### src/rtl/mii_route_pkg.sv
package mii_route_pkg;
   localparam logic [11:0] HARDWARE_CONFIGURATION_ADDR      = 12'h074;
   localparam logic [11:0] RX_SPACE_ADDR    = 12'h078;
   localparam int          CLK_SEL_LSB      = 5;
   localparam int          MGMT_SEL_BIT     = 4;
   localparam int          STRAP_BIT        = 3;
   localparam int          PORT_EN_BIT      = 2;
   localparam int          TX_ALLOC_LSB     = 16;
   localparam logic [1:0]  CLK_SEL_RESET    = 2'h0;
   localparam logic [3:0]  TX_ALLOC_RESET   = 4'h5;
   localparam logic [3:0]  TX_ALLOC_MAX     = 4'hE;
   localparam logic [15:0] TOTAL_BUF_BYTES  = 16'h4000;
   localparam logic [15:0] ALLOC_STEP_BYTES = 16'h0400;
   localparam int          STRAP_SETTLE_CYC = 3;
   typedef enum logic [1:0] {
      SRC_INT0,
      SRC_EXT,
      SRC_OFF,
      SRC_INT1
   } clk_src_t;
endpackage

### src/rtl/sync2.sv
`timescale 1ns/1ps
`default_nettype none
module sync2 #(
   parameter int W = 1
) (
   input  wire logic         mclk,
   input  wire logic         rst_b,
   input  wire logic [W-1:0] d,
   output logic      [W-1:0] q
);
   logic [W-1:0] meta_reg;
   always_ff @(posedge mclk) begin
      if (!rst_b) begin
         meta_reg <= '0;
         q        <= '0;
      end else begin
         meta_reg <= d;
         q        <= meta_reg;
      end
   end
endmodule
`default_nettype wire

### src/rtl/mii_smi_source_select.sv
`timescale 1ns/1ps
`default_nettype none
module mii_smi_source_select
   import mii_route_pkg::*;
(
   input  wire logic        mclk,
   input  wire logic        rst_b,
   // APB slave
   input  wire logic        psel,
   input  wire logic        penable,
   input  wire logic        pwrite,
   input  wire logic [11:0] paddr,
   input  wire logic [31:0] pwdata,
   output logic      [31:0] prdata,
   output logic             pready,
   output logic             pslverr,
   // Clocks from both PHYs
   input  wire logic        int_rx_clk,
   input  wire logic        int_tx_clk,
   input  wire logic        ext_rx_clk,
   input  wire logic        ext_tx_clk,
   output logic             mii_rx_clk,
   output logic             mii_tx_clk,
   // MAC side management port
   input  wire logic        mac_mdc,
   input  wire logic        mac_mdio_o,
   input  wire logic        mac_mdio_oe,
   output logic             mac_mdio_i,
   // Internal PHY management lines
   output logic             int_mdc,
   output logic             int_mdio_o,
   input  wire logic        int_mdio_i,
   // External PHY management pins
   output logic             ext_mdc,
   output logic             ext_mdio_o,
   output logic             ext_mdio_oe,
   input  wire logic        ext_mdio_i,
   // Data path routing and buffer split
   output logic             ext_port_en,
   output logic             int_phy_en,
   output logic      [15:0] rx_space_bytes
);
   // -------------------------------------------------------------
   // Input synchronisers
   // -------------------------------------------------------------
   logic [6:0] pin_s;
   sync2 #(.W(7)) u_sync (
      .mclk  (mclk),
      .rst_b (rst_b),
      .d     ({int_rx_clk, int_tx_clk, ext_rx_clk, ext_tx_clk,
               int_mdio_i, ext_mdio_i, 1'b0}),
      .q     (pin_s)
   );
   logic s_int_rx, s_int_tx, s_ext_rx, s_ext_tx, s_int_mdio, s_ext_mdio;
   assign s_int_rx   = pin_s[6];
   assign s_int_tx   = pin_s[5];
   assign s_ext_rx   = pin_s[4];
   assign s_ext_tx   = pin_s[3];
   assign s_int_mdio = pin_s[2];
   assign s_ext_mdio = pin_s[1];

   // -------------------------------------------------------------
   // Configuration register
   // -------------------------------------------------------------
   logic [1:0] clk_sel_reg;
   logic       mgmt_sel_reg;
   logic       port_en_reg;
   logic [3:0] tx_alloc_reg;
   logic       strap_reg;
   logic [2:0] settle_reg;
   logic       wr_en;
   logic       acc;

   assign acc   = psel && penable;
   assign wr_en = acc && pwrite && (paddr == HARDWARE_CONFIGURATION_ADDR);

   function automatic logic [3:0] clamp_alloc(input logic [3:0] v);
      clamp_alloc = (v > TX_ALLOC_MAX) ? TX_ALLOC_MAX : v;
   endfunction

   always_ff @(posedge mclk) begin
      if (!rst_b) begin
         clk_sel_reg  <= CLK_SEL_RESET;
         mgmt_sel_reg <= 1'b0;
         port_en_reg  <= 1'b0;
         tx_alloc_reg <= TX_ALLOC_RESET;
      end else if (wr_en) begin
         // Each field written on its own, no cross coupling
         clk_sel_reg  <= pwdata[CLK_SEL_LSB +: 2];
         mgmt_sel_reg <= pwdata[MGMT_SEL_BIT];
         port_en_reg  <= pwdata[PORT_EN_BIT];
         tx_alloc_reg <= clamp_alloc(pwdata[TX_ALLOC_LSB +: 4]);
      end
   end

   // -------------------------------------------------------------
   // Strap capture
   // -------------------------------------------------------------
   // Sampled once the synchroniser has filled after release; the
   // external MDIO is not driven by us while reset holds the target bit 0
   always_ff @(posedge mclk) begin
      if (!rst_b) begin
         settle_reg <= 3'h0;
         strap_reg  <= 1'b0;
      end else if (settle_reg != 3'(STRAP_SETTLE_CYC)) begin
         settle_reg <= settle_reg + 3'h1;
         if (settle_reg == 3'(STRAP_SETTLE_CYC - 1)) begin
            strap_reg <= s_ext_mdio;
         end
      end
   end

   // -------------------------------------------------------------
   // APB read side
   // -------------------------------------------------------------
   logic [31:0] rd_word;
   always_comb begin
      rd_word = 32'h0;
      if (paddr == HARDWARE_CONFIGURATION_ADDR) begin
         rd_word[TX_ALLOC_LSB +: 4] = tx_alloc_reg;
         rd_word[CLK_SEL_LSB +: 2]  = clk_sel_reg;
         rd_word[MGMT_SEL_BIT]      = mgmt_sel_reg;
         rd_word[STRAP_BIT]         = strap_reg;
         rd_word[PORT_EN_BIT]       = port_en_reg;
      end else if (paddr == RX_SPACE_ADDR) begin
         rd_word[15:0] = rx_space_bytes;
      end
   end

   // No wait states; prdata is a flop loaded in the setup cycle
   always_ff @(posedge mclk) begin
      if (!rst_b) begin
         pready  <= 1'b0;
         prdata  <= 32'h0;
         pslverr <= 1'b0;
      end else begin
         pready  <= psel && !penable;
         pslverr <= psel && !penable
                    && paddr != HARDWARE_CONFIGURATION_ADDR && paddr != RX_SPACE_ADDR;
         if (psel && !penable && !pwrite) begin
            prdata <= rd_word;
         end
      end
   end

   // -------------------------------------------------------------
   // Receive buffer space
   // -------------------------------------------------------------
   always_ff @(posedge mclk) begin
      if (!rst_b) begin
         rx_space_bytes <= TOTAL_BUF_BYTES - 16'(TX_ALLOC_RESET) * ALLOC_STEP_BYTES;
      end else begin
         rx_space_bytes <= TOTAL_BUF_BYTES - 16'(tx_alloc_reg) * ALLOC_STEP_BYTES;
      end
   end

   // -------------------------------------------------------------
   // Clock routing
   // -------------------------------------------------------------
   // Clocks are resampled on mclk; fine for a 6.25 MHz link, not jitter free
   always_ff @(posedge mclk) begin
      if (!rst_b) begin
         mii_rx_clk <= 1'b0;
         mii_tx_clk <= 1'b0;
      end else begin
         case (clk_src_t'(clk_sel_reg))
            SRC_EXT: begin
               mii_rx_clk <= s_ext_rx;
               mii_tx_clk <= s_ext_tx;
            end
            SRC_OFF: begin
               mii_rx_clk <= 1'b0;
               mii_tx_clk <= 1'b0;
            end
            default: begin
               mii_rx_clk <= s_int_rx;
               mii_tx_clk <= s_int_tx;
            end
         endcase
      end
   end

   // -------------------------------------------------------------
   // Management routing
   // -------------------------------------------------------------
   always_ff @(posedge mclk) begin
      if (!rst_b) begin
         int_mdc     <= 1'b0;
         int_mdio_o  <= 1'b0;
         ext_mdc     <= 1'b0;
         ext_mdio_o  <= 1'b0;
         ext_mdio_oe <= 1'b0;
         mac_mdio_i  <= 1'b0;
      end else if (mgmt_sel_reg) begin
         int_mdc     <= 1'b0;
         int_mdio_o  <= 1'b0;
         ext_mdc     <= mac_mdc;
         ext_mdio_o  <= mac_mdio_o;
         ext_mdio_oe <= mac_mdio_oe;
         mac_mdio_i  <= mac_mdio_oe ? mac_mdio_o : s_ext_mdio;
      end else begin
         int_mdc     <= mac_mdc;
         int_mdio_o  <= mac_mdio_oe ? mac_mdio_o : 1'b1;
         ext_mdc     <= 1'b0;
         ext_mdio_o  <= 1'b0;
         ext_mdio_oe <= 1'b0;
         mac_mdio_i  <= mac_mdio_oe ? mac_mdio_o : s_int_mdio;
      end
   end

   // -------------------------------------------------------------
   // Data path enable
   // -------------------------------------------------------------
   always_ff @(posedge mclk) begin
      if (!rst_b) begin
         ext_port_en <= 1'b0;
         int_phy_en  <= 1'b1;
      end else begin
         ext_port_en <= port_en_reg;
         int_phy_en  <= !port_en_reg;
      end
   end
endmodule
`default_nettype wire

### config.mk
export PLATFORM = sky130hd
export DESIGN_NAME = mii_smi_source_select
export DESIGN_NICKNAME = d
export VERILOG_FILES = /design/src/rtl/mii_route_pkg.sv /design/src/rtl/sync2.sv /design/src/rtl/mii_smi_source_select.sv
export SDC_FILE = /design/constraint.sdc
export NUM_CORES = 1
export LEC_CHECK = 0
export BUFFER_PORTS_ARGS = -buffer_cell sky130_fd_sc_hd__buf_2
export CAP_MARGIN = 25
export CORE_ASPECT_RATIO = 2
export CORE_MARGIN = 8
export CORE_UTILIZATION = 25
export CTS_CLUSTER_SIZE = 20
export DETAILED_ROUTE_END_ITERATION = 12
export GPL_ROUTABILITY_DRIVEN = 0
export PLACE_DENSITY_LB_ADDON = 0.05
export SYNTH_ARGS = -nofsm -noshare
export SYNTH_HDL_FRONTEND = slang
export SYNTH_SLANG_ARGS = --single-unit
export TNS_END_PERCENT = 5
### constraint.sdc
create_clock -name mclk -period 1.4 [get_ports mclk]
set_clock_uncertainty 0.2 [all_clocks]
set_input_delay 0.07 -clock mclk [delete_from_list [all_inputs] [get_ports mclk]]
set_output_delay 0.07 -clock mclk [all_outputs]
set_load 0.01 [all_outputs]
==> flow_metrics.env <==
export IMPL_layout_min_cycle_time_ns=1.40
export IMPL_synth_largest_area_cell="dfxtp_1"
export IMPL_design_area_sq_um=3040
export IMPL_area_growth_pct=38.8
export IMPL_place_area_sq_um=2640
export IMPL_synth_seq_cells=55
export IMPL_dpl_hpwl_mm=4.43
export IMPL_startpoint_type="register"
export IMPL_worst_pin_slew_ns=0.871
export IMPL_fin_ws_ns=0.00361
export IMPL_netlist_area_leader_share_pct=50.2
export IMPL_largest_reg_flops=14
export IMPL_firstDrtPassIters=4
export IMPL_hp_class="in2reg"
export IMPL_ys_seq_area_share_pct=50.2
export IMPL_setup_viol=0
export IMPL_synth_edf_count=0
export IMPL_hold_viol=0
export IMPL_ant_nets=0
export IMPL_n_antenna_cell=0
export IMPL_cts_root_buffer="clkbuf_16"
export IMPL_cts_tree="done"
export IMPL_grt_util_all_layers_pct=9.93
export IMPL_wl_mm=5.79
export IMPL_status="finished, final reports clean"
export IMPL_internal_power_mw=2.48
export IMPL_drc=0
export IMPL_fin_crit_sh_pct=99.7
export IMPL_fp_row_count=48
export IMPL_core_area_sq_um=8590
export IMPL_crit_path_end_kind="register"
export IMPL_power_frac_comb_pct=11.6
export IMPL_final_cell_mix="buf_2, dfxtp_1, conb_1, nand2_1, dlygate4sd3_1"
export IMPL_die_w_um=82.2
export IMPL_die_h_um=148
export IMPL_seq_power_share_pct=49.9
export IMPL_drt_iter0_markers=41
export IMPL_grt_pass1_wl_mm=9.31
export IMPL_fillers=928
export IMPL_p_per_area_nw_per_um2=1080
export IMPL_antenna_found_initial=0
export IMPL_final_common_cell="buf_2"
export IMPL_clk_latency_ns=0.29
export IMPL_synthArstFlopShare_pct=0
export IMPL_clkPwrFrac_pct=38.5
export IMPL_clock_path_buffers=2
export IMPL_nets=375
export IMPL_synth_ff_type="dfxtp_1"
export IMPL_postCtsSetupBuffers=0
export IMPL_cts_htree_levels=2
export IMPL_gr_total_overflow=0
export IMPL_syn_instance_count=212
export IMPL_netSwitchingFraction_pct=24.3
export IMPL_rsz0062_at_grt="true"
export IMPL_dp_slack_ns=-0.115
export IMPL_critPathKind="reg2reg"
export IMPL_cts_sinks=55
export IMPL_power_leakage_nw=1.39
export IMPL_drive_above_1_share_pct=33.2
export IMPL_grt_pass1_vias=1894
export IMPL_max_slew_margin_pct=41.8
export IMPL_max_freq_ghz=0.716
export IMPL_wl_per_cell_um=14.0
export IMPL_drv_slew=0
export IMPL_cp_required_ns=1.39
export IMPL_worstPathArrival_ns=1.39
export IMPL_ioPinCount=118
export IMPL_synth_area_leaders="dfxtp_1, buf_4, and2_1, a32o_1, mux2i_1"
export IMPL_power_switching_uw=796
export IMPL_grt_max_degree=47
export IMPL_design_die_area_sq_um=12200
export IMPL_maxCapViolCount=0
export IMPL_crit_fanout=2
export IMPL_clk_pin_slew_worst_paths_ns=0.07
export IMPL_netlist_area_sq_um=2190
export IMPL_yosysWarnings=0
export IMPL_numPortBuffers=64
export IMPL_synth_distinct_cells=34
export IMPL_numCtsBuffers=5
export IMPL_syn_avg_cell_area_sq_um=10.3
export IMPL_initial_core_util_pct=25.5
export IMPL_viasPerCell=4.12
export IMPL_vias=1703
export IMPL_max_vdd_ir_drop_mv=0.469
==> repair_timing <==
action	in CTS	in global routing
resized for setup	8	2
setup endpoints to repair	3	6
hold buffers	21	0
pin swaps	3	1
endpoints found under the hold margin	22	0
==> critical path: stages (launching register included) <==
cell	delay, ns
dfxtp_2	0.34
ha_4	0.16
ha_4	0.16
nor3b_4	0.18
mux2i_1	0.20
nor2b_1	0.06
==> power groups by stage <==
stage	combinational [mW]	sequential [mW]	clock, mW
floorplan	0.222	1.67	0
global placement	0.314	1.66	0
detailed placement	0.315	1.66	0
CTS	0.389	1.64	1.33
global route	0.422	1.64	1.40
finish	0.380	1.64	1.26
==> per-layer routing <==
metal	wire length (um)	global-route usage, %	share of wire (%)	vias to the layer above
li1	-	-	-	853
met1	2050	9.38	35	793
met2	3360	18.6	58	49
met3	247	2.18	4.3	8
met4	132	5.04	2.3	0
met5	0	0	0	-
==> worst paths after layout <==
path | startpoint | to | slack, ns | cells past startpoint
worst max register to register | settle_reg[1] | strap_reg | 0.004 | 5
worst min-delay path | pwdata[16] | tx_alloc_reg[0] | 0.009 | 4
worst max-delay path | settle_reg[1] | strap_reg | 0.004 | 5
worst min register to register | u_sync.meta_reg[3] | u_sync.q[3] | 0.23 | 1
==> final cells by class <==
cell class / instances / area [sq um] / area share [%]
clock buffers: 5 / 125 / 4.11
repair buffers: 102 / 671 / 22.0
flip-flops and latches: 55 / 1110 / 36.3
multi-input cells: 139 / 960 / 31.5
well taps: 100 / 125 / 4.11
clock inverters: 3 / 22.5 / 0.740
inverters: 9 / 33.8 / 1.11
==> through the flow <==
step	total power, mW	TNS [ns]	hold slack, ns	util (%)	instances
floorplan	1.89	0	-0.00271	-	240
global placement	1.98	-1.58	0.0763	30.7	384
detailed placement	1.98	-1.82	0.0803	30.7	384
CTS	3.36	-0.0174	0.00379	35.3	413
global route	3.47	-0.0755	0.0345	35.4	413
finish	3.28	0	0.00900	35.4	413
==> Yosys cell counts (all sizes together) (2+ instances only) <==
master,instances
dfxtp,55
clkbuf,5
o21ai,7
inv,9
a32o,11
buf,32
nor2b,6
mux2i,9
and4b,2
ha,5
and2,18
nor3,2
nand4b,2
xnor2,2
nand2,24
nor3b,3
and3,5
o22ai,3
==> cells by family after synthesis <==
family | Yosys count | synth area share (%)
buffers and inverters | 46 | 13.6
muxes | 10 | 4.79
AOI/OAI and AO/OA | 24 | 8.50
other | 1 | 0.171
and+or+nand+nor | 68 | 18.7
DFF | 55 | 50.2
adders and majority gates | 5 | 2.85
xor gates and xnor gates | 3 | 1.20
No activity file was read; power rests on OpenSTA's default activity.
